===== src/smsp_pkg.sv =====
package smsp_pkg;

  // ----------------------------------------------------------------
  // Register map (data-space offsets)
  // ----------------------------------------------------------------
  localparam logic [7:0] ADDR_CTRL = 8'h4c; // serial_port_control
  localparam logic [7:0] ADDR_STAT = 8'h4d; // serial_port_status
  localparam logic [7:0] ADDR_DATA = 8'h4e; // port_data_reg
  localparam logic [7:0] CTRL_RESET = 8'h00; // Control reset value
  localparam logic [7:0] DATA_RESET = 8'h00; // Data/shift reset value
  localparam logic [7:0] READ_ZERO = 8'h00; // Unmapped read value

  // ----------------------------------------------------------------
  // Status register bit positions
  // ----------------------------------------------------------------
  localparam int STAT_DONE_BIT = 7; // transfer_done
  localparam int STAT_WRITE_COLLISION_BIT = 6; // write_collision
  localparam int STAT_DSPEED_BIT = 0; // double_speed

  // ----------------------------------------------------------------
  // Transfer geometry
  // ----------------------------------------------------------------
  localparam logic [2:0] LAST_BIT = 3'h7; // Eighth bit of a byte
  localparam logic [3:0] LAST_EDGE = 4'hf; // Sixteenth SCK edge

  // ----------------------------------------------------------------
  // SCK half periods in system clocks
  // ----------------------------------------------------------------
  localparam logic [6:0] HALF_DIV4 = 7'h02;
  localparam logic [6:0] HALF_DIV16 = 7'h08;
  localparam logic [6:0] HALF_DIV64 = 7'h20;
  localparam logic [6:0] HALF_DIV128 = 7'h40;
  localparam logic [6:0] HALF_DIV2 = 7'h01;
  localparam logic [6:0] HALF_DIV8 = 7'h04;
  localparam logic [6:0] HALF_DIV32 = 7'h10;

  // Control register fields, bit 7 down to bit 0
  typedef struct packed {
    logic transfer_irq_en; // Bit 7
    logic port_enable; // Bit 6
    logic lsb_first; // Bit 5
    logic master_select; // Bit 4
    logic clock_polarity; // Bit 3
    logic clock_phase; // Bit 2
    logic rate_sel_hi; // Bit 1
    logic rate_sel_lo; // Bit 0
  } smsp_ctrl_s;

  // Driven side of a two-way pin
  typedef struct packed {
    logic out; // Level driven
    logic oe; // High while driving
  } smsp_pin_s;

  // Master sequencer states
  typedef enum logic [1:0] {
    MST_IDLE = 2'b01,
    MST_RUN = 2'b10
  } smsp_mst_e;

endpackage : smsp_pkg


===== src/smsp_fifo.sv =====
`timescale 1ns/100ps
module smsp_fifo #(
  parameter int WIDTH = 8,
  parameter int DEPTH = 2
) (
  input wire logic sys_clk_i,
  input wire logic reset_i,
  input wire logic in_valid_i,
  output logic in_ready_o,
  input wire logic [WIDTH-1:0] in_data_i,
  output logic out_valid_o,
  input wire logic out_ready_i,
  output logic [WIDTH-1:0] out_data_o
);

  localparam int PW = $clog2(DEPTH);

  // ----------------------------------------------------------------
  // Parameter check
  // ----------------------------------------------------------------
  if (DEPTH < 2 || (DEPTH & (DEPTH - 1)) != 0) begin : g_bad_depth
    $error("smsp_fifo depth must be a power of two, at least 2");
  end

  logic [WIDTH-1:0] mem_q [DEPTH]; // Entries
  logic [PW-1:0] wr_ptr_q; // Next write slot
  logic [PW-1:0] rd_ptr_q; // Oldest entry
  logic [PW:0] count_q; // Entries held
  logic push; // Accepted write
  logic pop; // Accepted read

  assign in_ready_o = (count_q < (PW+1)'(DEPTH));
  assign out_valid_o = (count_q != '0);
  assign out_data_o = mem_q[rd_ptr_q];
  assign push = in_valid_i && in_ready_o;
  assign pop = out_valid_o && out_ready_i;

  // Storage write
  always_ff @(posedge sys_clk_i) begin
    if (push) begin
      mem_q[wr_ptr_q] <= in_data_i;
    end
  end

  // Pointers and occupancy
  always_ff @(posedge sys_clk_i) begin
    if (reset_i) begin
      wr_ptr_q <= '0;
      rd_ptr_q <= '0;
      count_q <= '0;
    end else begin
      if (push) begin
        wr_ptr_q <= wr_ptr_q + PW'(1);
      end
      if (pop) begin
        rd_ptr_q <= rd_ptr_q + PW'(1);
      end
      if (push && !pop) begin
        count_q <= count_q + (PW+1)'(1);
      end else if (pop && !push) begin
        count_q <= count_q - (PW+1)'(1);
      end
    end
  end

endmodule : smsp_fifo


===== src/smsp_port.sv =====
`timescale 1ns/100ps
// Behaviour
// - slave: select input, low activates, MISO drives
// - slave select high resets counter, drops bits
// - master select output is plain general output
// - select low while master: become slave
// - mode fault also sets transfer-done flag
// - launch and sample on opposite SCK edges
// - polarity bit sets idle SCK level
// - phase bit picks leading or trailing sample
// - no serial operation unless enable bit set
// - order bit: one sends LSB first
// - master bit selects master or slave
// - rate bits divide clock, master only
// - interrupt when flag, enable, global enable
// - transfer-done set when each transfer ends
// - flag cleared by vector or read sequence
// - collision flag set on write while busy
// - collision sequence clears both flags
// - control register resets to zero
// - double speed halves master SCK period
// - data write starts; read gives buffer
// - single transmit buffer, buffered receive
// - exactly eight bits then stop, flag
module smsp_port
  import smsp_pkg::*;
#(
  parameter int RX_DEPTH = 2
) (
  input wire logic sys_clk_i,
  input wire logic reset_i,
  input wire logic [7:0] io_addr_i,
  input wire logic io_wr_i,
  input wire logic io_rd_i,
  input wire logic [7:0] io_wdata_i,
  output logic [7:0] io_rdata_o,
  input wire logic gie_i,
  input wire logic irq_ack_i,
  output logic irq_o,
  input wire logic ddr_sck_i,
  input wire logic ddr_mosi_i,
  input wire logic ddr_miso_i,
  input wire logic ddr_ss_i,
  input wire logic ss_val_i,
  input wire logic sck_i,
  input wire logic mosi_i,
  input wire logic miso_i,
  input wire logic ss_n_i,
  output smsp_pkg::smsp_pin_s sck_o,
  output smsp_pkg::smsp_pin_s mosi_o,
  output smsp_pkg::smsp_pin_s miso_o,
  output smsp_pkg::smsp_pin_s ss_n_o
);

  import smsp_pkg::*;

  // ----------------------------------------------------------------
  // Parameter check
  // ----------------------------------------------------------------
  if (RX_DEPTH < 2) begin : g_bad_rx
    $error("smsp_port receive buffer needs at least two entries");
  end

  // ----------------------------------------------------------------
  // Helper functions
  // ----------------------------------------------------------------
  // Bit presented on the line
  function automatic logic head_bit(input logic [7:0] d, input logic lsb);
    head_bit = lsb ? d[0] : d[7];
  endfunction : head_bit

  // Shift one received bit in
  function automatic logic [7:0] shift_in(input logic [7:0] d, input logic b,
                                          input logic lsb);
    shift_in = lsb ? {b, d[7:1]} : {d[6:0], b};
  endfunction : shift_in

  // SCK half period for a rate setting
  function automatic logic [6:0] half_period(input logic dbl, input logic [1:0] rate);
    case ({dbl, rate})
      3'h0: half_period = HALF_DIV4;
      3'h1: half_period = HALF_DIV16;
      3'h2: half_period = HALF_DIV64;
      3'h3: half_period = HALF_DIV128;
      3'h4: half_period = HALF_DIV2;
      3'h5: half_period = HALF_DIV8;
      3'h6: half_period = HALF_DIV32;
      default: half_period = HALF_DIV64;
    endcase
  endfunction : half_period

  // ----------------------------------------------------------------
  // Declarations
  // ----------------------------------------------------------------
  smsp_ctrl_s ctrl_q; // Control register
  logic dspeed_q; // Double speed bit
  logic done_q; // Transfer-done flag
  logic write_collision_q; // Write-collision flag
  logic done_arm_q; // Status read saw done
  logic write_collision_arm_q; // Status read saw collision
  logic [2:0] sck_sync_q; // SCK synchroniser and edge tap
  logic [1:0] mosi_sync_q; // MOSI synchroniser
  logic [1:0] miso_sync_q; // MISO synchroniser
  logic [1:0] ss_sync_q; // Select synchroniser
  smsp_mst_e mst_q; // Master sequencer state
  logic [6:0] half_cnt_q; // Half-period counter
  logic [3:0] edge_idx_q; // Master SCK edge index
  logic sck_lvl_q; // Master SCK level
  logic start_pend_q; // Master start waiting for room
  logic [7:0] shift_q; // Shift register
  logic [2:0] bit_cnt_q; // Bits sampled
  logic out_bit_q; // Bit on the output line
  logic [7:0] last_rx_q; // Last byte read out
  logic ss_low; // Synchronised select low
  logic is_master; // Enabled master
  logic is_slave; // Enabled slave
  logic slave_act; // Slave selected
  logic mode_fault; // Select low while master
  logic m_edge; // Master SCK edge this cycle
  logic lead_ev; // Leading SCK edge
  logic trail_ev; // Trailing SCK edge
  logic sample_ev; // Sampling edge
  logic setup_ev; // Launch edge
  logic din; // Incoming data bit
  logic xfer_done; // Eighth bit sampled
  logic byte_end; // Byte finished, flag it
  logic busy; // Transfer in progress
  logic data_wr; // Data register write
  logic data_rd; // Data register read
  logic stat_rd; // Status register read
  logic rx_ready; // Receive buffer has room
  logic rx_valid; // Receive buffer holds a byte
  logic [7:0] rx_head; // Oldest received byte
  logic clr_done; // Read sequence clears done
  logic clr_write_collision; // Read sequence clears collision

  // ----------------------------------------------------------------
  // Decode and mode
  // ----------------------------------------------------------------
  assign data_wr = io_wr_i && (io_addr_i == ADDR_DATA);
  assign data_rd = io_rd_i && (io_addr_i == ADDR_DATA);
  assign stat_rd = io_rd_i && (io_addr_i == ADDR_STAT);
  assign ss_low = !ss_sync_q[1];
  assign is_master = ctrl_q.port_enable && ctrl_q.master_select;
  assign is_slave = ctrl_q.port_enable && !ctrl_q.master_select;
  assign slave_act = is_slave && ss_low;
  assign mode_fault = is_master && !ddr_ss_i && ss_low;

  // ----------------------------------------------------------------
  // Edge events
  // ----------------------------------------------------------------
  assign m_edge = (mst_q == MST_RUN) && (half_cnt_q ==
                  half_period(dspeed_q, {ctrl_q.rate_sel_hi, ctrl_q.rate_sel_lo}) - 7'h01);
  // Slave edges: leading edge leaves the idle level
  assign lead_ev = is_master ? (m_edge && !edge_idx_q[0])
                 : (slave_act && (sck_sync_q[1] != sck_sync_q[2])
                    && (sck_sync_q[1] != ctrl_q.clock_polarity));
  assign trail_ev = is_master ? (m_edge && edge_idx_q[0])
                  : (slave_act && (sck_sync_q[1] != sck_sync_q[2])
                     && (sck_sync_q[1] == ctrl_q.clock_polarity));
  assign sample_ev = ctrl_q.clock_phase ? trail_ev : lead_ev;
  assign setup_ev = ctrl_q.clock_phase ? lead_ev : trail_ev;
  assign din = is_master ? miso_sync_q[1] : mosi_sync_q[1];
  assign xfer_done = sample_ev && (bit_cnt_q == LAST_BIT);
  // Master flags only once SCK is back at idle
  assign byte_end = is_master ? (m_edge && edge_idx_q == LAST_EDGE) : xfer_done;
  assign busy = (mst_q == MST_RUN) || start_pend_q || (slave_act && bit_cnt_q != 3'h0);

  // ----------------------------------------------------------------
  // Input synchronisers
  // ----------------------------------------------------------------
  always_ff @(posedge sys_clk_i) begin
    if (reset_i) begin
      sck_sync_q <= 3'h0;
      mosi_sync_q <= 2'h0;
      miso_sync_q <= 2'h0;
      ss_sync_q <= 2'h3;
    end else begin
      sck_sync_q <= {sck_sync_q[1:0], sck_i};
      mosi_sync_q <= {mosi_sync_q[0], mosi_i};
      miso_sync_q <= {miso_sync_q[0], miso_i};
      ss_sync_q <= {ss_sync_q[0], ss_n_i};
    end
  end

  // ----------------------------------------------------------------
  // Control and status registers
  // ----------------------------------------------------------------
  // Control register, mode fault wins over a write
  always_ff @(posedge sys_clk_i) begin
    if (reset_i) begin
      ctrl_q <= smsp_ctrl_s'(CTRL_RESET);
      dspeed_q <= 1'b0;
    end else begin
      if (io_wr_i && io_addr_i == ADDR_CTRL) begin
        ctrl_q <= smsp_ctrl_s'(io_wdata_i);
      end
      if (io_wr_i && io_addr_i == ADDR_STAT) begin
        dspeed_q <= io_wdata_i[STAT_DSPEED_BIT];
      end
      if (mode_fault) begin
        ctrl_q.master_select <= 1'b0;
      end
    end
  end

  // Clear sequence: status read, then data access
  assign clr_done = (data_rd || data_wr) && (done_arm_q || write_collision_arm_q);
  assign clr_write_collision = (data_rd || data_wr) && write_collision_arm_q;

  // Arming by a status read
  always_ff @(posedge sys_clk_i) begin
    if (reset_i) begin
      done_arm_q <= 1'b0;
      write_collision_arm_q <= 1'b0;
    end else if (stat_rd) begin
      done_arm_q <= done_q;
      write_collision_arm_q <= write_collision_q;
    end else if (data_rd || data_wr) begin
      done_arm_q <= 1'b0;
      write_collision_arm_q <= 1'b0;
    end
  end

  // Flags, a new event wins over any clear
  always_ff @(posedge sys_clk_i) begin
    if (reset_i) begin
      done_q <= 1'b0;
      write_collision_q <= 1'b0;
    end else begin
      done_q <= byte_end || mode_fault
             || (done_q && !clr_done && !irq_ack_i);
      write_collision_q <= (data_wr && busy) || (write_collision_q && !clr_write_collision);
    end
  end

  // Interrupt request
  always_ff @(posedge sys_clk_i) begin
    if (reset_i) begin
      irq_o <= 1'b0;
    end else begin
      irq_o <= done_q && ctrl_q.transfer_irq_en && gie_i;
    end
  end

  // ----------------------------------------------------------------
  // Master clock sequencer
  // ----------------------------------------------------------------
  always_ff @(posedge sys_clk_i) begin
    if (reset_i) begin
      mst_q <= MST_IDLE;
      half_cnt_q <= 7'h00;
      edge_idx_q <= 4'h0;
      sck_lvl_q <= 1'b0;
      start_pend_q <= 1'b0;
    end else if (!is_master || mode_fault) begin
      mst_q <= MST_IDLE;
      start_pend_q <= 1'b0;
      sck_lvl_q <= ctrl_q.clock_polarity;
    end else begin
      case (mst_q)
        MST_IDLE: begin
          sck_lvl_q <= ctrl_q.clock_polarity;
          if (data_wr && !busy) begin
            start_pend_q <= 1'b1;
          end else if (start_pend_q && rx_ready) begin
            start_pend_q <= 1'b0;
            mst_q <= MST_RUN;
            half_cnt_q <= 7'h00;
            edge_idx_q <= 4'h0;
          end
        end
        MST_RUN: begin
          if (m_edge) begin
            half_cnt_q <= 7'h00;
            sck_lvl_q <= !sck_lvl_q;
            edge_idx_q <= edge_idx_q + 4'h1;
            if (edge_idx_q == LAST_EDGE) begin
              mst_q <= MST_IDLE;
            end
          end else begin
            half_cnt_q <= half_cnt_q + 7'h01;
          end
        end
        default: begin
          mst_q <= MST_IDLE;
        end
      endcase
    end
  end

  // ----------------------------------------------------------------
  // Shift engine
  // ----------------------------------------------------------------
  always_ff @(posedge sys_clk_i) begin
    if (reset_i) begin
      shift_q <= DATA_RESET;
      bit_cnt_q <= 3'h0;
      out_bit_q <= 1'b0;
    end else if (!ctrl_q.port_enable || mode_fault || (is_slave && !ss_low)) begin
      bit_cnt_q <= 3'h0;
      if (data_wr) begin
        shift_q <= io_wdata_i;
      end
      if (is_slave) begin
        out_bit_q <= head_bit(data_wr ? io_wdata_i : shift_q, ctrl_q.lsb_first);
      end
    end else if (data_wr && !busy) begin
      shift_q <= io_wdata_i;
      out_bit_q <= head_bit(io_wdata_i, ctrl_q.lsb_first);
    end else begin
      if (sample_ev) begin
        shift_q <= shift_in(shift_q, din, ctrl_q.lsb_first);
        bit_cnt_q <= bit_cnt_q + 3'h1;
      end
      if (setup_ev) begin
        out_bit_q <= head_bit(shift_q, ctrl_q.lsb_first);
      end
    end
  end

  // ----------------------------------------------------------------
  // Receive buffer
  // ----------------------------------------------------------------
  smsp_fifo #(
    .WIDTH(8),
    .DEPTH(RX_DEPTH)
  ) u_rx_fifo (
    .sys_clk_i(sys_clk_i),
    .reset_i(reset_i),
    .in_valid_i(xfer_done),
    .in_ready_o(rx_ready),
    .in_data_i(shift_in(shift_q, din, ctrl_q.lsb_first)),
    .out_valid_o(rx_valid),
    .out_ready_i(data_rd),
    .out_data_o(rx_head)
  );

  // Read data, one cycle after the strobe
  always_ff @(posedge sys_clk_i) begin
    if (reset_i) begin
      io_rdata_o <= READ_ZERO;
      last_rx_q <= DATA_RESET;
    end else if (io_rd_i) begin
      case (io_addr_i)
        ADDR_CTRL: io_rdata_o <= ctrl_q;
        ADDR_STAT: begin
          io_rdata_o <= READ_ZERO;
          io_rdata_o[STAT_DONE_BIT] <= done_q;
          io_rdata_o[STAT_WRITE_COLLISION_BIT] <= write_collision_q;
          io_rdata_o[STAT_DSPEED_BIT] <= dspeed_q;
        end
        ADDR_DATA: begin
          io_rdata_o <= rx_valid ? rx_head : last_rx_q;
          if (rx_valid) begin
            last_rx_q <= rx_head;
          end
        end
        default: io_rdata_o <= READ_ZERO;
      endcase
    end
  end

  // ----------------------------------------------------------------
  // Pin drivers
  // ----------------------------------------------------------------
  always_ff @(posedge sys_clk_i) begin
    if (reset_i) begin
      sck_o <= '0;
      mosi_o <= '0;
      miso_o <= '0;
      ss_n_o <= '0;
    end else begin
      sck_o.out <= (mst_q == MST_RUN) ? sck_lvl_q : ctrl_q.clock_polarity;
      sck_o.oe <= is_master && !mode_fault && ddr_sck_i;
      mosi_o.out <= out_bit_q;
      mosi_o.oe <= is_master && !mode_fault && ddr_mosi_i;
      miso_o.out <= out_bit_q;
      miso_o.oe <= slave_act && ddr_miso_i;
      ss_n_o.out <= ss_val_i;
      ss_n_o.oe <= ddr_ss_i && !is_slave;
    end
  end

  // ----------------------------------------------------------------
  // Assertions
  // ----------------------------------------------------------------
  property p_fault_demotes;
    @(posedge sys_clk_i) disable iff (reset_i)
      mode_fault |=> !ctrl_q.master_select ##1 (!sck_o.oe && !mosi_o.oe);
  endproperty
  a_fault_demotes: assert property (p_fault_demotes)
    else $error("mode fault did not demote to slave");

  property p_fault_flag;
    @(posedge sys_clk_i) disable iff (reset_i)
      mode_fault |=> done_q;
  endproperty
  a_fault_flag: assert property (p_fault_flag)
    else $error("mode fault did not set done flag");

  property p_ss_reset;
    @(posedge sys_clk_i) disable iff (reset_i)
      (is_slave && !ss_low) |=> (bit_cnt_q == 3'h0);
  endproperty
  a_ss_reset: assert property (p_ss_reset)
    else $error("bit counter not cleared while deselected");

  property p_disabled_quiet;
    @(posedge sys_clk_i) disable iff (reset_i)
      !ctrl_q.port_enable |=> (mst_q == MST_IDLE) && !miso_o.oe && !sck_o.oe;
  endproperty
  a_disabled_quiet: assert property (p_disabled_quiet)
    else $error("serial activity while disabled");

  property p_done_on_byte;
    @(posedge sys_clk_i) disable iff (reset_i)
      byte_end |=> done_q;
  endproperty
  a_done_on_byte: assert property (p_done_on_byte)
    else $error("done flag not set after eighth bit");

  property p_collision;
    @(posedge sys_clk_i) disable iff (reset_i)
      (data_wr && (mst_q == MST_RUN)) |=> write_collision_q && $stable(shift_q);
  endproperty
  a_collision: assert property (p_collision)
    else $error("write during transfer not flagged");

  property p_irq;
    @(posedge sys_clk_i) disable iff (reset_i)
      (done_q && ctrl_q.transfer_irq_en && gie_i) |=> irq_o;
  endproperty
  a_irq: assert property (p_irq)
    else $error("interrupt not raised");

  property p_vector_clear;
    @(posedge sys_clk_i) disable iff (reset_i)
      (irq_ack_i && !xfer_done && !mode_fault) |=> !done_q;
  endproperty
  a_vector_clear: assert property (p_vector_clear)
    else $error("vector did not clear done flag");

  property p_idle_sck;
    @(posedge sys_clk_i) disable iff (reset_i)
      (mst_q == MST_IDLE && $past(mst_q) == MST_IDLE) |=> sck_o.out == $past(ctrl_q.clock_polarity);
  endproperty
  a_idle_sck: assert property (p_idle_sck)
    else $error("SCK not at idle level between transfers");

  property p_sixteen_edges;
    @(posedge sys_clk_i) disable iff (reset_i)
      (m_edge && edge_idx_q == LAST_EDGE && !mode_fault && is_master) |=> (mst_q == MST_IDLE);
  endproperty
  a_sixteen_edges: assert property (p_sixteen_edges)
    else $error("master did not stop after last edge");

endmodule : smsp_port


===== config.mk =====
export PLATFORM = sky130hd
export DESIGN_NAME = smsp_port
export DESIGN_NICKNAME = d
export VERILOG_FILES = /design/src/smsp_pkg.sv /design/src/smsp_fifo.sv /design/src/smsp_port.sv
export SDC_FILE = /design/constraint.sdc
export NUM_CORES = 1
export LEC_CHECK = 0
export ABC_AREA = 1
export BUFFER_PORTS_ARGS = -buffer_cell sky130_fd_sc_hd__clkbuf_2
export CORE_ASPECT_RATIO = 1.1
export CORE_MARGIN = 8
export CORE_UTILIZATION = 55
export DETAILED_ROUTE_END_ITERATION = 10
export PLACE_DENSITY_LB_ADDON = 0.05
export SYNTH_ARGS = -nofsm -noshare
export SYNTH_HDL_FRONTEND = slang
export SYNTH_SLANG_ARGS = --single-unit

===== constraint.sdc =====
create_clock -name sys_clk_i -period 3.1 [get_ports sys_clk_i]
set_input_delay 0.62 -clock sys_clk_i [delete_from_list [all_inputs] [get_ports sys_clk_i]]
set_output_delay 0.62 -clock sys_clk_i [all_outputs]
set_load 0.02 [all_outputs]

---- Yosys cells after proc, flatten, opt, wreduce, memory -nomap -nowiden ----
Memories as Yosys holds them, arrays and structs flattened. A register that Yosys moved wholly into a read port is not among the register bits.
Cells that the tools add are included.
storage, ports and cells
  register bits ........................... 77
  RAM bits ................................ 16
  output and inout bits ................... 17
  memories kept ........................... 1
memory list
  memory           words  bits a word  rd ports  clocked after memory_dff  wr ports  line             text
  u_rx_fifo.mem_q  2      8            1         1                         1         smsp_fifo.sv:25  logic [WIDTH-1:0] mem_q [DEPTH];
cells by class
  add/sub/neg operators ................... 8
  $lt $le $gt $ge ......................... 1
  eq/ne operators ......................... 23
  mux-type cells .......................... 49
  bitwise operators ....................... 2
  reduce and logical (&&, ||, !) cells .... 86
operators with widths
  kind                                                  count
  2-to-1 mux 8 bit                                      6
  one-hot mux 7 bit (6 select lines)                    1
  logical AND 1 bit                                     39
  2-to-1 mux 1 bit                                      25
  equality test 8 x 7 -> 1 bit (second input constant)  3
  one-hot mux 8 bit (3 select lines)                    1
  2-to-1 mux 7 bit                                      3
  logical NOT 1 bit                                     15
  one-hot mux 7 bit (2 select lines)                    1
  equality test 3 bit (second input constant)           4
  2-to-1 mux 2 bit                                      6
  2-to-1 mux 4 bit                                      3
  AND reduction 2 bit                                   6
  nonzero test 3 bit                                    4
  logical OR 1 bit                                      10
  inequality test 2 bit (second input constant)         5
  nonzero test 2 bit                                    5
  one-hot mux 4 bit (2 select lines)                    1
  AND reduction 4 bit                                   2
  adder 7 x 1 -> 7 bit (second input constant)          1
  equality test 7 bit                                   1
  subtractor 7 x 1 -> 7 bit (second input constant)     1
  OR reduction 2 bit                                    3
  AND reduction 5 bit                                   1
  19 further kinds                                      22

---- Logic depth before layout (Yosys ltp) ----
Gate-level depths: netlist (run 1).
  word-level depth ........................ 14
  gate-level depth with buffers ........... 16
  depth with buffers taken out ............ 16

---- By module ----
Synthesis (run 1) repeated with hierarchy kept, for this count alone.
second synthesis, totals
  cell total of the unflattened synthesis .. 607
  area total of the unflattened synthesis .. 4,606.9 um2
modules (own cells, without submodules)
  module     instances  cells each  area an instance (um2)
  smsp_port  1          547         3,783.6
  smsp_fifo  1          60          823.3

---- Worst setup path after synthesis (run 1) ----
No wires, ideal clock.
  path kind ............................... input port to flip-flop
  start point ............................. in io_rd_i
  end point ............................... reg u_rx_fifo.count_q[1]
  library setup time ...................... 0.122 ns
  arrival ................................. 2.254 ns
  setup slack ............................. 0.724 ns
  stages on the path ...................... 11
  path buffers ............................ 1
  path through ............................ buf_2 > clkinv_1 > nor2_2 > inv_2 > nor2_1 > inv_1 > ha_1 > a21oi_1 > o21ai_0 > o21ai_0 > a21oi_1
between the ends
  word-level cells in the longest chain between the ends .. 5
  elaborated cells on any way between the ends .. 7
ends and longest elaborated chain
  item                                                    line              text
  start: declaration                                      smsp_port.sv:34   input wire logic io_rd_i,
  logical AND 1 bit *                                     smsp_port.sv:141  assign data_rd = io_rd_i && (io_addr_i == ADDR_DATA);
  logical AND 1 bit *                                     smsp_fifo.sv:36   assign pop = out_valid_o && out_ready_i;
  logical NOT 1 bit                                       smsp_fifo.sv:58   if (push && !pop) begin
  logical AND 1 bit                                       smsp_fifo.sv:58
  2-to-1 mux 2 bit or nonzero test 2 bit (tied branches)  n/a
  end signal: assignment                                  smsp_fifo.sv:59   count_q <= count_q + (PW+1)'(1);
  end signal: assignment                                  smsp_fifo.sv:61   count_q <= count_q - (PW+1)'(1);
  end: declaration                                        smsp_fifo.sv:28   logic [PW:0] count_q;
Mark *: on every way between the ends. The rest lies on a longest branch, timed or not.
A chain may end at the register's enable or synchronous reset.

---- Worst setup path after layout (run 1) ----
  start point ............................. reg ctrl_q[1] in the netlist's numbering
  end point ............................... reg u_rx_fifo.count_q[1]
between the ends
  word-level cells in the longest chain between the ends .. 13
  elaborated cells on any way between the ends .. 22
ends and longest elaborated chain
  item                                         line                                text
  start: declaration                           smsp_port.sv:95                     smsp_ctrl_s ctrl_q;
  start signal: assignment                     smsp_port.sv:192                    ctrl_q <= smsp_ctrl_s'(CTRL_RESET);
  start signal: assignment                     smsp_port.sv:196                    ctrl_q <= smsp_ctrl_s'(io_wdata_i);
  equality test 3 bit (tied with other cells)  smsp_port.sv:80                     case ({dbl, rate})
  one-hot mux 7 bit (6 select lines) *         smsp_port.sv:80
  subtractor 7 x 1 -> 7 bit *                  smsp_port.sv:153                    half_period(dspeed_q, {ctrl_q.rate_sel_hi, ctrl_q.rate_sel_lo}) - 7'h01);
  equality test 7 bit *                        smsp_port.sv:152                    assign m_edge = (mst_q == MST_RUN) && (half_cnt_q ==
  logical AND 1 bit *                          smsp_port.sv:152
  logical AND 1 bit, on equally long branches  smsp_port.sv:155, smsp_port.sv:158
  2-to-1 mux 1 bit, on equally long branches   smsp_port.sv:155, smsp_port.sv:158
  2-to-1 mux 1 bit *                           smsp_port.sv:161                    assign sample_ev = ctrl_q.clock_phase ? trail_ev : lead_ev;
  logical AND 1 bit *                          smsp_port.sv:164                    assign xfer_done = sample_ev && (bit_cnt_q == LAST_BIT);
  logical AND 1 bit *                          smsp_fifo.sv:35                     assign push = in_valid_i && in_ready_o;
  via u_rx_fifo.push                           smsp_fifo.sv:29                     logic push;
  logical NOT 1 bit                            smsp_fifo.sv:60                     end else if (pop && !push) begin
  logical AND 1 bit                            smsp_fifo.sv:60
  nonzero test 2 bit (no line)                 n/a
The timed path passes the listed nets; every way through them passes the cells marked *.

==> results of run 1 <==
## sequential cells by signal, summed over array words and instances, names as in the netlist, 2 cells and up, named ones only
name / cells
bit_cnt_q: 3
ctrl_q: 8
edge_idx_q: 4
half_cnt_q: 7
io_rdata_o: 8
last_rx_q: 8
miso_o: 2
miso_sync_q: 2
mosi_sync_q: 2
mst_q: 2
sck_o: 2
sck_sync_q: 3
shift_q: 8
ss_n_o: 2
ss_sync_q: 2
u_rx_fifo.count_q: 2
u_rx_fifo.mem_q: 16
## cells by family (layout without fill, tap and decap cells)
kind of cell	count (synthesis)	in the layout	synth area share
muxes	1	1	0.00221
and+or+nand+nor	306	306	0.295
DFF	94	94	0.451
buffers and inverters	96	142	0.0848
xor gates and xnor gates	3	3	0.00580
adders and majority gates	8	8	0.0221
AOI/OAI and AO/OA	118	118	0.139
## power breakdown
part	leakage, nW	internal, W	switching [W]	total [W]
Combinational	1.29	0.0000290	0.0000518	0.0000807
Sequential	0.789	0.00124	0.00000268	0.00125
Clock	0.103	0.000451	0.000405	0.000856
Total	2.19	0.00172	0.000459	0.00218
## cells in the mapped netlist, types with 3 or more instances
library cell                 n  area [um^2]
sky130_fd_sc_hd__a211oi_1    4         30.0
sky130_fd_sc_hd__a21oi_1    66          330
sky130_fd_sc_hd__buf_2       4         20.0
sky130_fd_sc_hd__clkbuf_1   12         45.0
sky130_fd_sc_hd__dfxtp_1    78         1560
sky130_fd_sc_hd__edfxtp_1   16          480
sky130_fd_sc_hd__ha_1        8          100
sky130_fd_sc_hd__inv_1      67          251
sky130_fd_sc_hd__inv_2       8         30.0
sky130_fd_sc_hd__nand2_1   172          646
sky130_fd_sc_hd__nand3_1    26          130
sky130_fd_sc_hd__nand4_1    10         62.6
sky130_fd_sc_hd__nor2_1     65          244
sky130_fd_sc_hd__nor2_2      6         37.5
sky130_fd_sc_hd__nor2_4      4         45.0
sky130_fd_sc_hd__nor3_1      5         25.0
sky130_fd_sc_hd__o211ai_1    3         22.5
sky130_fd_sc_hd__o21ai_0    31          155
sky130_fd_sc_hd__o21ai_1     9         45.0
sky130_fd_sc_hd__or2_2       5         31.3
## area by class of cell
cell class	count	area, um^2
well taps	108	135
fillers	760	2920
clock buffers	11	131
clock inverters	4	73.8
multi-input cells	436	2100
flip-flops and latches	94	2040
repair buffers	51	265
inverters	76	285
## through the flow
| stage | power, W | setup WS (ps) | hold WS, ps |
|---|---|---|---|
| floorplan | 0.00132 | 724 | 388 |
| global placement | 0.00135 | 593 | 394 |
| detailed placement | 0.00135 | 467 | 394 |
| CTS | 0.00220 | 699 | 409 |
| global route | 0.00226 | 394 | 427 |
| finish | 0.00218 | 679 | 405 |
## cell usage in the layout, fill, tap and decap left out, types with 3 or more instances in the layout
cell                       netlist  final
sky130_fd_sc_hd__nor2_2          6      6
sky130_fd_sc_hd__inv_2           8      8
sky130_fd_sc_hd__a211oi_1        4      4
sky130_fd_sc_hd__edfxtp_1       16     16
sky130_fd_sc_hd__nor2_1         65     65
sky130_fd_sc_hd__nor3_1          5      5
sky130_fd_sc_hd__o21ai_0        31     31
sky130_fd_sc_hd__o21ai_1         9      9
sky130_fd_sc_hd__o211ai_1        3      3
sky130_fd_sc_hd__inv_1          67     67
sky130_fd_sc_hd__dfxtp_1        78     78
sky130_fd_sc_hd__buf_4           1      4
sky130_fd_sc_hd__ha_1            8      8
sky130_fd_sc_hd__nor2_4          4      4
sky130_fd_sc_hd__a21oi_1        66     66
sky130_fd_sc_hd__clkbuf_2        0     47
sky130_fd_sc_hd__nand2_1       172    172
sky130_fd_sc_hd__nand3_1        26     26
sky130_fd_sc_hd__nand4_1        10     10
sky130_fd_sc_hd__clkbuf_8        0      9
sky130_fd_sc_hd__or2_2           5      5
## routing by layer
layer | global-route usage | vias to the layer above
li1 | - | 2108
met1 | 0.250 | 1851
met2 | 0.290 | 107
met3 | 0.0333 | 13
met4 | 0.0647 | 0
met5 | 0 | -
## worst paths after layout
| kind | startpoint | end | slack (ps) |
|---|---|---|---|
| max | ctrl_q[1] | u_rx_fifo.count_q[1] | 680 |
| min | sck_sync_q[0] | sck_sync_q[1] | 410 |
| max reg2reg | ctrl_q[1] | u_rx_fifo.count_q[1] | 680 |
| min reg2reg | sck_sync_q[0] | sck_sync_q[1] | 410 |
## worst max-delay path, cell delays in order (launching register included)
cell,delay (ps)
sky130_fd_sc_hd__dfxtp_1,470
sky130_fd_sc_hd__inv_1,150
sky130_fd_sc_hd__nand3_1,120
sky130_fd_sc_hd__nand2_1,70
sky130_fd_sc_hd__nor2_2,140
sky130_fd_sc_hd__nand4_1,130
sky130_fd_sc_hd__nand3_1,130
sky130_fd_sc_hd__nand3_1,130
sky130_fd_sc_hd__nor2_1,200
sky130_fd_sc_hd__ha_1,290
sky130_fd_sc_hd__a21oi_1,120
sky130_fd_sc_hd__o21ai_0,130
sky130_fd_sc_hd__o21ai_0,170
sky130_fd_sc_hd__a21oi_1,60
==> insert_results.sql, run 1 <==
INSERT INTO impl_metrics (metric_group, metric, value, unit) VALUES
('synthesis', 'synth_seq_area_share', '0.451', ''),
('drt', 'vias', '4079', ''),
('final_layout', 'antenna_cells', '0', ''),
('global_route', 'maximum_number_of_pins_on_one_net_before_global_route_repair', '43', ''),
('worst_setup_path', 'worst_setup_path_start_kind', 'flop', ''),
('synthesis', 'synth_enable_flop_cells', '16', ''),
('job', 'drv.max_cap_violation_count', '0', ''),
('timing', 'finalCriticalPeriod', '2420', 'ps'),
('power_and_ir_drop', 'peakVddDrop', '303', 'uV'),
('clocking', 'tritoncts', 'done', ''),
('drt', 'avgRoutedWirePerCell', '13.1', 'um'),
('clocking', 'postCtsSetupBuffers', '0', ''),
('clocking', 'cts_made_buffers', '9', ''),
('placed_design', 'place.port_buffers', '47', ''),
('clocking', 'numClockSinks', '94', ''),
('final_layout', 'areaGrowthSynthToFinish', '11.2', '%'),
('timing', 'timing.final.setup_violations', '0', ''),
('global_route', 'first_global_vias', '3718', ''),
('synthesis', 'synth.cell_area', '4530', 'um^2'),
('synthesis', 'synth_cell_types', '41', ''),
('timing', 'tightest_slew_margin_relative_to_the_limit', '0.618', ''),
('timing', 'final_max_slew_viol_count', '0', ''),
('drt', 'highest-signal-layer', 'met4', ''),
('global_route', 'antenna_found_initial', '0', ''),
('clocking', 'clkSlewWorstSetupHoldPaths', '90', 'ps'),
('synthesis', 'synth-main-ff-cell', 'sky130_fd_sc_hd__dfxtp_1', ''),
('clocking', 'cts_htree_levels', '3', ''),
('clocking', 'cts-resized-gates', '0', ''),
('drt', 'drc', '0', ''),
('drt', 'drt_first_iter_violations', '204', ''),
('global_route', 'total_congestion_overflow', '0', ''),
('placed_design', 'placement.cell_area', '4830', 'um^2'),
('worst_setup_path', 'critical_path_required', '3340', 'ps'),
('global_route', 'grt_first_pass_wirelength', '17.2', 'mm'),
('final_layout', 'layout.cells.non_filler', '780', ''),
('worst_setup_path', 'arrival', '2660', 'ps'),
('placed_design', 'number_of_cells_after_detailed_placement', '765', ''),
('synthesis', 'syn_inst', '626', ''),
('timing', 'rsz0062_at_grt', 'false', ''),
('floorplanning', 'i_o_pins', '48', ''),
('floorplanning', 'fp.dieH', '111', 'um'),
('final_layout', 'share_of_cells_above_drive_strength_1', '0.143', ''),
('synthesis', 'yosys_register_bits', '94', ''),
('timing', 'peak_clock_frequency_supported_by_timing', '413', 'MHz'),
('final_layout', 'final_net_count', '707', ''),
('synthesis', 'synth.avg_cell_area', '7.23', 'um^2'),
('drt', 'drt.antenna.violating_nets', '0', ''),
('timing', 'max_slew.worst_pin.slew', '573', 'ps'),
('min_path', 'whs_path_depth', '2', ''),
('floorplanning', 'initial_utilization', '0.569', ''),
('timing', 'setup-tns-final', '0', 'ps'),
('synthesis', 'synth_fp_nets', '665', ''),
('floorplanning', 'num_rows', '34', ''),
('drt', 'dr_wl_met2', '4.59', 'mm'),
('placed_design', 'post-dp-hpwl', '7.72', 'mm'),
('clocking', 'clock-root-buffer', 'sky130_fd_sc_hd__clkbuf_8', ''),
('drt', 'wl_met1', '4.89', 'mm'),
('worst_setup_path', 'end_kind', 'flop', ''),
('final_layout', 'stdcell_area', '5030', 'um^2'),
('timing', 'finalHoldViolCount', '0', ''),
('clocking', 'worstSkewPairLatency', '360', 'ps'),
('drt', 'route.met3.wl', '582', 'um'),
('timing', 'final_min_period_over_clock_period', '0.781', ''),
('global_route', 'grt_usage', '0.186', ''),
('min_path', 'hold_path_class', 'reg -> reg', ''),
('floorplanning', 'die_w', '103', 'um'),
('worst_setup_path', 'timing.setup.critical_path_class', 'reg -> reg', ''),
('floorplanning', 'floorplan.die_area', '11400', 'um^2'),
('timing', 'worst_clock_skew', '14.7', 'ps'),
('worst_setup_path', 'critPathMaxFanout', '8', ''),
('worst_setup_path', 'r2r_cells', '13', ''),
('drt', 'drt_pre_antenna_iters', '4', ''),
('floorplanning', 'coreArea', '7960', 'um^2'),
('power_and_ir_drop', 'static-leakage-power', '2.19', 'nW'),
('placed_design', 'finalWeightedCongestion', '0.862', ''),
('status', 'status', 'finished, final reports clean', ''),
('final_layout', 'finish.utilization', '0.633', ''),
('synthesis', 'yosys_warnings', '0', ''),
('power_and_ir_drop', 'p_per_area', '433', 'nW/um^2'),
('synthesis', 'async_set_or_reset_register_ratio_after_synthesis', '0', ''),
('drt', 'drt_wl_total', '10.2', 'mm'),
('clocking', 'clockBufferDepth', '2', ''),
('drt', 'avgViaCountPerCell', '5.23', ''),
('clocking', 'postCtsHoldBufs', '0', '');
Note: power is estimated with default switching activity, not from simulation.
==> run 2, diff against run 1 <==
--- a/config.mk
+++ b/config.mk
@@ -5,7 +5,7 @@
 export SDC_FILE = /design/constraint.sdc
 export NUM_CORES = 1
 export LEC_CHECK = 0
-export ABC_AREA = 1
+export ABC_AREA = 0
 export BUFFER_PORTS_ARGS = -buffer_cell sky130_fd_sc_hd__clkbuf_2
 export CORE_ASPECT_RATIO = 1.1
 export CORE_MARGIN = 8
==> constraint.sdc (replaced) <==
create_clock -name sys_clk_i -period 2.5 [get_ports sys_clk_i]
set_input_delay 0.5 -clock sys_clk_i [delete_from_list [all_inputs] [get_ports sys_clk_i]]
set_output_delay 0.5 -clock sys_clk_i [all_outputs]
set_load 0.02 [all_outputs]
==> insert_results.sql, run 2 <==
INSERT INTO impl_metrics (metric_group, metric, value, unit) VALUES
('timing', 'finalHoldWorstSlack', '319', 'ps'),
('floorplanning', 'num_rows', '34', ''),
('floorplanning', 'fp.dieH', '111', 'um'),
('synthesis', 'synth_cell_types', '64', ''),
('timing', 'final_max_slew_viol_count', '0', ''),
('worst_setup_path', 'timing.critical_path.slowest_stage_cell', 'sky130_fd_sc_hd__or4b_4', ''),
('synthesis', 'ys_top_cells_by_area', 'sky130_fd_sc_hd__dfxtp_1 34%, sky130_fd_sc_hd__edfxtp_1 11%, sky130_fd_sc_hd__mux2i_1 7.9%, sky130_fd_sc_hd__nor2_1 4.2%, sky130_fd_sc_hd__mux2_2 3.5%', ''),
('worst_setup_path', 'worstPathBufferInverterCount', '0', ''),
('floorplanning', 'floorplan.die_area', '11400', 'um^2'),
('worst_setup_path', 'end_kind', 'flop', ''),
('drt', 'drt_wl_total', '10.2', 'mm'),
('final_layout', 'antenna_cells', '0', ''),
('floorplanning', 'die_w', '103', 'um'),
('synthesis', 'synth.cell_area', '4540', 'um^2'),
('timing', 'peak_clock_frequency_supported_by_timing', '396', 'MHz'),
('floorplanning', 'initial_utilization', '0.571', ''),
('worst_setup_path', 'critical_path_required', '2800', 'ps'),
('drt', 'drc', '0', ''),
('global_route', 'grt_first_pass_wirelength', '16.9', 'mm'),
('placed_design', 'dp_slack', '-15.0', 'ps'),
('timing', 'rsz0062_at_grt', 'true', ''),
('final_layout', 'layout.cells.non_filler', '647', ''),
('drt', 'avgViaCountPerCell', '5.59', ''),
('timing', 'tightest_slew_margin_relative_to_the_limit', '0.618', ''),
('synthesis', 'synth.avg_cell_area', '9.61', 'um^2'),
('final_layout', 'share_of_cells_above_drive_strength_1', '0.241', ''),
('drt', 'vias', '3614', ''),
('synthesis', 'synth_fp_nets', '512', ''),
('clocking', 'worstSkewPairLatency', '360', 'ps'),
('synthesis', 'yosys_warnings', '0', ''),
('synthesis', 'synth_top_area_frac', '0.344', ''),
('global_route', 'antenna_found_initial', '0', ''),
('power_and_ir_drop', 'p_per_area', '525', 'nW/um^2'),
('global_route', 'busiest_layer', 'met2', ''),
('worst_setup_path', 'arrival', '2820', 'ps'),
('global_route', 'maximum_number_of_pins_on_one_net_before_global_route_repair', '44', ''),
('power_and_ir_drop', 'peakVddDrop', '371', 'uV'),
('clocking', 'clockBufferDepth', '2', ''),
('timing', 'finalWorstSetupSlack', '-23.2', 'ps'),
('job', 'drv.max_cap_violation_count', '0', ''),
('clocking', 'cts_htree_levels', '3', ''),
('synthesis', 'yosys_register_bits', '94', ''),
('clocking', 'postCtsHoldBufs', '0', ''),
('final_layout', 'finish.utilization', '0.660', ''),
('final_layout', 'layout_common_cells', '77 x sky130_fd_sc_hd__dfxtp_1, 51 x sky130_fd_sc_hd__nor2_1, 47 x sky130_fd_sc_hd__clkbuf_2, 36 x sky130_fd_sc_hd__mux2i_1, 33 x sky130_fd_sc_hd__nand2_1', ''),
('drt', 'drt_pre_antenna_iters', '4', ''),
('timing', 'finalCriticalPeriod', '2520', 'ps'),
('worst_setup_path', 'worst_setup_path_start_kind', 'flop', ''),
('synthesis', 'synth-main-ff-cell', 'sky130_fd_sc_hd__dfxtp_1', ''),
('global_route', 'grt_util_met3', '0.0411', ''),
('synthesis', 'synth_top_cells_by_count', '78 x sky130_fd_sc_hd__dfxtp_1, 51 x sky130_fd_sc_hd__nor2_1, 36 x sky130_fd_sc_hd__mux2i_1', ''),
('global_route', 'grt_usage', '0.186', ''),
('global_route', 'globalRouteMet1Util', '0.231', ''),
('global_route', 'grt_use_met2', '0.302', ''),
('final_layout', 'layout.cells.most_common', 'sky130_fd_sc_hd__dfxtp_1', ''),
('final_layout', 'registers.top_by_ff_count', 'u_rx_fifo.mem_q', ''),
('placed_design', 'number_of_cells_after_detailed_placement', '631', ''),
('clocking', 'clock-root-buffer', 'sky130_fd_sc_hd__clkbuf_8', ''),
('timing', 'timing.final.setup_violations', '1', ''),
('drt', 'drt.antenna.violating_nets', '0', ''),
('timing', 'finalHoldViolCount', '0', ''),
('status', 'failed_checks', 'negative setup slack', ''),
('placed_design', 'finalWeightedCongestion', '0.871', ''),
('global_route', 'first_global_vias', '3591', ''),
('drt', 'avgRoutedWirePerCell', '15.8', 'um'),
('min_path', 'hold_path_class', 'in -> reg', ''),
('placed_design', 'post-dp-hpwl', '7.69', 'mm'),
('floorplanning', 'coreArea', '7960', 'um^2'),
('synthesis', 'synth_area_leader_cell', 'sky130_fd_sc_hd__dfxtp_1', ''),
('synthesis', 'synthMostInstantiatedCell', 'sky130_fd_sc_hd__dfxtp_1', ''),
('synthesis', 'synth_enable_flop_cells', '16', ''),
('worst_setup_path', 'crit_family', 'simple AND/OR/NAND/NOR gates', ''),
('synthesis', 'synth_seq_area_share', '0.449', ''),
('global_route', 'total_congestion_overflow', '0', ''),
('power_and_ir_drop', 'static-leakage-power', '2.09', 'nW'),
('status', 'status', 'finished with violations', ''),
('clocking', 'numClockSinks', '94', ''),
('timing', 'worst_clock_skew', '6.85', 'ps'),
('synthesis', 'async_set_or_reset_register_ratio_after_synthesis', '0', ''),
('clocking', 'tritoncts', 'done', ''),
('timing', 'final_min_period_over_clock_period', '1.01', ''),
('final_layout', 'final_net_count', '573', ''),
('worst_setup_path', 'timing.critical_path.cells', 'or4b_4, o21ai_2, a311oi_2, a211oi_2, o22ai_2, nor3_2, ha_1, or3_1, a21oi_1', ''),
('synthesis', 'syn_inst', '473', ''),
('power_and_ir_drop', 'p_total', '0.00276', 'W'),
('worst_setup_path', 'timing.setup.critical_path_class', 'reg -> reg', ''),
('worst_setup_path', 'critical-path-max-stage-delay', '540', 'ps'),
('placed_design', 'place.port_buffers', '47', ''),
('worst_setup_path', 'critPathMaxFanout', '6', ''),
('drt', 'drt_first_iter_violations', '179', ''),
('floorplanning', 'i_o_pins', '48', ''),
('clocking', 'clkSlewWorstSetupHoldPaths', '90', 'ps'),
('clocking', 'cts_made_buffers', '9', ''),
('final_layout', 'areaGrowthSynthToFinish', '15.6', '%'),
('timing', 'max_slew.worst_pin.slew', '572', 'ps'),
('final_layout', 'max_ffs_per_register', '16', '');
run 2: changes by cell type in the layout (fill, tap and decap cells not counted), sizes merged, moves of 8 or more:
| cell | change |
|---|---|
| a21oi | -40 |
| nand3 | -13 |
| nand2 | -142 |
| nor2b | +21 |
| o21ai | -12 |
| nor2 | -24 |
| buf | +23 |
| mux2i | +35 |
| mux2 | +16 |
| inv | -60 |
| nand2b | +8 |
| nand4 | -9 |
run 2: layer usage:
layer / share of wire / vias to the layer above
met5: 0 / -
li1: - / 1816
met4: 0.020 / 0
met3: 0.053 / 13
met1: 0.46 / 1700
met2: 0.47 / 85
run 2: layout make-up:
cell class                      count  area, um^2
Tap cell                          108         135
Clock buffer                        9         124
Fill cell                         651        2700
Sequential cell                    94        2040
Multi-Input combinational cell    343        2360
Clock inverter                      7         100
Timing Repair Buffer               74         450
Inverter                           12        45.0
run 2: metrics by stage:
| stage | area [um^2] | TNS (ps) |
|---|---|---|
| floorplan | 4560 | -41.6 |
| global placement | 5020 | 0 |
| detailed placement | 5020 | -15.0 |
| CTS | 5250 | -15.7 |
| global route | 5250 | -129 |
| finish | 5250 | -23.2 |
run 2: report_power, final:
part / total [W] / internal, W / leakage (nW) / switching [W]
sequential: 0.00154 / 0.00154 / 0.759 / 0.00000317
clock: 0.00113 / 0.000576 / 0.115 / 0.000550
combinational: 0.0000904 / 0.0000369 / 1.22 / 0.0000535
total: 0.00276 / 0.00215 / 2.09 / 0.000606
run 2: repair_timing:
item,in CTS,in global routing
gates resized for setup,2,1
endpoints found under the setup margin,9,1
cloned,0,0
setup buffers,0,0
pin swaps,0,0
run 2: path summary, 6_finish.rpt:
check	start	end	slack (ps)	depth (start not counted)
max	ctrl_q[0]	u_rx_fifo.count_q[1]	-20	9
min	ss_n_i	ss_sync_q[0]	320	2
max reg2reg	ctrl_q[0]	u_rx_fifo.count_q[1]	-20	9
min reg2reg	ss_sync_q[0]	ss_sync_q[1]	410	1
run 2: logic make-up (layout without fill, tap and decap cells):
kind of cell | Yosys count | in the layout | share of synthesized area
and+or+nand+nor | 178 | 178 | 0.204
AOI/OAI and AO/OA | 94 | 94 | 0.142
DFF | 94 | 94 | 0.449
muxes | 54 | 54 | 0.129
buffers and inverters | 36 | 102 | 0.0369
xor gates and xnor gates | 9 | 9 | 0.0173
adders and majority gates | 8 | 8 | 0.0220
run 2: worst register-to-register path, stage by stage, from the launching register on:
cell	delay [ps]
sky130_fd_sc_hd__dfxtp_2	360
sky130_fd_sc_hd__or4b_4	540
sky130_fd_sc_hd__o21ai_2	140
sky130_fd_sc_hd__a311oi_2	90
sky130_fd_sc_hd__a211oi_2	260
sky130_fd_sc_hd__o22ai_2	130
sky130_fd_sc_hd__nor3_2	150
sky130_fd_sc_hd__ha_1	290
sky130_fd_sc_hd__or3_1	380
sky130_fd_sc_hd__a21oi_1	140
==> run 3, diff against run 2 <==
--- a/config.mk
+++ b/config.mk
@@ -7,11 +7,14 @@
 export LEC_CHECK = 0
 export ABC_AREA = 0
 export BUFFER_PORTS_ARGS = -buffer_cell sky130_fd_sc_hd__clkbuf_2
+export CAP_MARGIN = 20
 export CORE_ASPECT_RATIO = 1.1
 export CORE_MARGIN = 8
 export CORE_UTILIZATION = 55
 export DETAILED_ROUTE_END_ITERATION = 10
+export HOLD_SLACK_MARGIN = 0.05
 export PLACE_DENSITY_LB_ADDON = 0.05
 export SYNTH_ARGS = -nofsm -noshare
 export SYNTH_HDL_FRONTEND = slang
+export SYNTH_HIERARCHICAL = 1
 export SYNTH_SLANG_ARGS = --single-unit
==> insert_results.sql, run 3 <==
INSERT INTO impl_metrics (metric_group, metric, value, unit) VALUES
('final_layout', 'finish.utilization', '0.703', ''),
('clocking', 'clkSlewWorstSetupHoldPaths', '100', 'ps'),
('drt', 'drt_wl_total', '12.2', 'mm'),
('worst_setup_path', 'timing.critical_path.slowest_stage_cell', 'sky130_fd_sc_hd__or3_4', ''),
('placed_design', 'placement.cell_area', '5400', 'um^2'),
('final_layout', 'stdcell_area', '5910', 'um^2'),
('worst_setup_path', 'worst_setup_path_start_kind', 'flop', ''),
('drt', 'drc', '0', ''),
('drt', 'drt.antenna.violating_nets', '0', ''),
('timing', 'rsz0062_at_grt', 'true', ''),
('final_layout', 'antenna_cells', '0', ''),
('synthesis', 'synth_enable_flop_cells', '16', ''),
('drt', 'vias', '3936', ''),
('worst_setup_path', 'ff2ff_setup_slack', '-680', 'ps'),
('worst_setup_path', 'timing.critical_path.cells', 'or3_4, ha_4, buf_6, nor4_4, a311oi_2, a311oi_2, nand4_1, a22o_1, nor2_4, nor2b_4, ha_4, or3_1, a21oi_1', ''),
('global_route', 'grt_first_pass_wirelength', '19.9', 'mm'),
('timing', 'tightest_slew_margin_relative_to_the_limit', '0.563', ''),
('global_route', 'maximum_number_of_pins_on_one_net_before_global_route_repair', '22', ''),
('final_layout', 'layout_common_cells', '75 x sky130_fd_sc_hd__dfxtp_1, 54 x sky130_fd_sc_hd__nor2_1, 52 x sky130_fd_sc_hd__buf_4, 47 x sky130_fd_sc_hd__clkbuf_2, 33 x sky130_fd_sc_hd__nand2_1', ''),
('min_path', 'hold_path_class', 'in -> reg', ''),
('clocking', 'tritoncts', 'done', ''),
('status', 'status', 'finished with violations', ''),
('worst_setup_path', 'number_of_cells_on_the_critical_path', '13', ''),
('clocking', 'cts_made_buffers', '9', ''),
('synthesis', 'synth_seq_area_share', '0.430', ''),
('synthesis', 'syn_inst', '488', ''),
('power_and_ir_drop', 'static-leakage-power', '2.36', 'nW'),
('final_layout', 'registers.top_by_ff_count', 'u_rx_fifo/mem_q', ''),
('final_layout', 'n_fill_cell', '668', ''),
('worst_setup_path', 'worstSetupStartpoint', 'dspeed_q', ''),
('placed_design', 'place.port_buffers', '47', ''),
('worst_setup_path', 'crit_family', 'simple AND/OR/NAND/NOR gates', ''),
('floorplanning', 'i_o_pins', '48', ''),
('worst_setup_path', 'r2r_cells', '13', ''),
('clocking', 'cts_htree_levels', '3', ''),
('floorplanning', 'fp.dieH', '113', 'um'),
('timing', 'finalWorstSetupSlack', '-677', 'ps'),
('final_layout', 'layout.cells.most_common', 'sky130_fd_sc_hd__dfxtp_1', ''),
('timing', 'peak_clock_frequency_supported_by_timing', '315', 'MHz'),
('power_and_ir_drop', 'p_per_area', '464', 'nW/um^2'),
('final_layout', 'share_of_cells_above_drive_strength_1', '0.355', ''),
('timing', 'worst_clock_skew', '10.1', 'ps'),
('timing', 'finalCriticalPeriod', '3180', 'ps'),
('global_route', 'grt_usage', '0.208', ''),
('worst_setup_path', 'crit-reg2reg-capture', 'u_rx_fifo/count_q[1]', ''),
('synthesis', 'yosys_warnings', '6', ''),
('final_layout', 'final_net_count', '624', ''),
('timing', 'finalHoldWorstSlack', '298', 'ps'),
('synthesis', 'synth_cell_types', '69', ''),
('clocking', 'worstSkewPairLatency', '380', 'ps'),
('synthesis', 'ys_top_cells_by_area', 'sky130_fd_sc_hd__dfxtp_1 33%, sky130_fd_sc_hd__edfxtp_1 10%, sky130_fd_sc_hd__mux2_2 5.2%, sky130_fd_sc_hd__nor2_1 4.5%, sky130_fd_sc_hd__mux2i_1 4.4%', ''),
('drt', 'drt_pre_antenna_iters', '5', ''),
('worst_setup_path', 'arrival', '3490', 'ps'),
('timing', 'finalHoldViolCount', '0', ''),
('drt', 'drt_first_iter_violations', '223', ''),
('job', 'drv.max_cap_violation_count', '0', ''),
('synthesis', 'synth_fp_nets', '528', ''),
('drt', 'avgRoutedWirePerCell', '17.4', 'um'),
('clocking', 'postCtsHoldBufs', '0', ''),
('synthesis', 'synth_area_leader_cell', 'sky130_fd_sc_hd__dfxtp_1', ''),
('worst_setup_path', 'crit-reg2reg-launch', 'dspeed_q', ''),
('timing', 'max_slew.worst_pin.slew', '655', 'ps'),
('synthesis', 'synth.avg_cell_area', '9.73', 'um^2'),
('clocking', 'numClockSinks', '94', ''),
('worst_setup_path', 'critical_path_required', '2820', 'ps'),
('clocking', 'clockBufferDepth', '2', ''),
('timing', 'timing.final.setup_violations', '34', ''),
('final_layout', 'areaGrowthSynthToFinish', '24.5', '%'),
('status', 'failed_checks', 'negative setup slack', ''),
('floorplanning', 'coreArea', '8410', 'um^2'),
('placed_design', 'post-dp-hpwl', '8.89', 'mm');
## run 3: metal layers
layer  vias up  GRT usage  wire, um
li1       1945          -         -
met2       116      0.350      5900
met5         -          0         0
met3        26     0.0423       628
met4         0      0.109       389
met1      1849      0.245      5250
## run 3: logic make-up after synthesis
group	count (synthesis)	share of synthesized area
simple gates	188	0.207
compound gates	94	0.156
flops	94	0.430
mux	46	0.108
buf+inv	45	0.0532
xor+xnor	12	0.0221
fa+ha+maj	9	0.0237
## run 3: area by class of cell
cell class	count	area, um^2	area share
multi-input cells	349	2690	0.455
flip-flops and latches	94	2050	0.346
inverters	20	75.1	0.0127
well taps	111	139	0.0235
clock buffers	9	124	0.0209
clock inverters	7	85.1	0.0144
repair buffers	110	753	0.127
## run 3: power by group
group	internal (W)	total, W	switching, W	leakage (nW)
Clock	0.000484	0.00109	0.000602	0.107
Sequential	0.00154	0.00154	0.00000369	0.751
Combinational	0.0000474	0.000117	0.0000692	1.51
Total	0.00207	0.00275	0.000675	2.36
## run 3: worst register-to-register path: cells and delay by family, from the launching register on
kind            cells  cell delay [ps]
fa+ha+maj           2              430
simple gates        6             1380
flops               1              330
compound gates      4              840
buf+inv             1              140
## run 3: stage by stage
stage               total power [W]  setup slack, ps  instances  TNS [ps]
floorplan                   0.00163             -814        488    -15300
global placement            0.00169             -580        673    -12520
detailed placement          0.00169             -737        673    -17300
CTS                         0.00276             -603        701    -14410
global route                0.00282             -732        700    -18990
finish                      0.00275             -677        700    -15490
## run 3: what timing repair did
action | CTS | global route
setup buffers | 13 | 1
resized for setup | 39 | 12
pin swaps | 15 | 5
gates cloned | 0 | 0
endpoints found under the setup margin | 44 | 46
## run 3: worst min-delay path by stage
stage                            start            to  slack (ps)  cells after the start
after detailed placement  ss_sync_q[0]  ss_sync_q[1]         400                      1
after CTS                       ss_n_i  ss_sync_q[0]         290                      2
after global routing            ss_n_i  ss_sync_q[0]         290                      2
after floorplan           ss_sync_q[0]  ss_sync_q[1]         390                      1
final                           ss_n_i  ss_sync_q[0]         300                      2
after global placement    ss_sync_q[0]  ss_sync_q[1]         400                      1
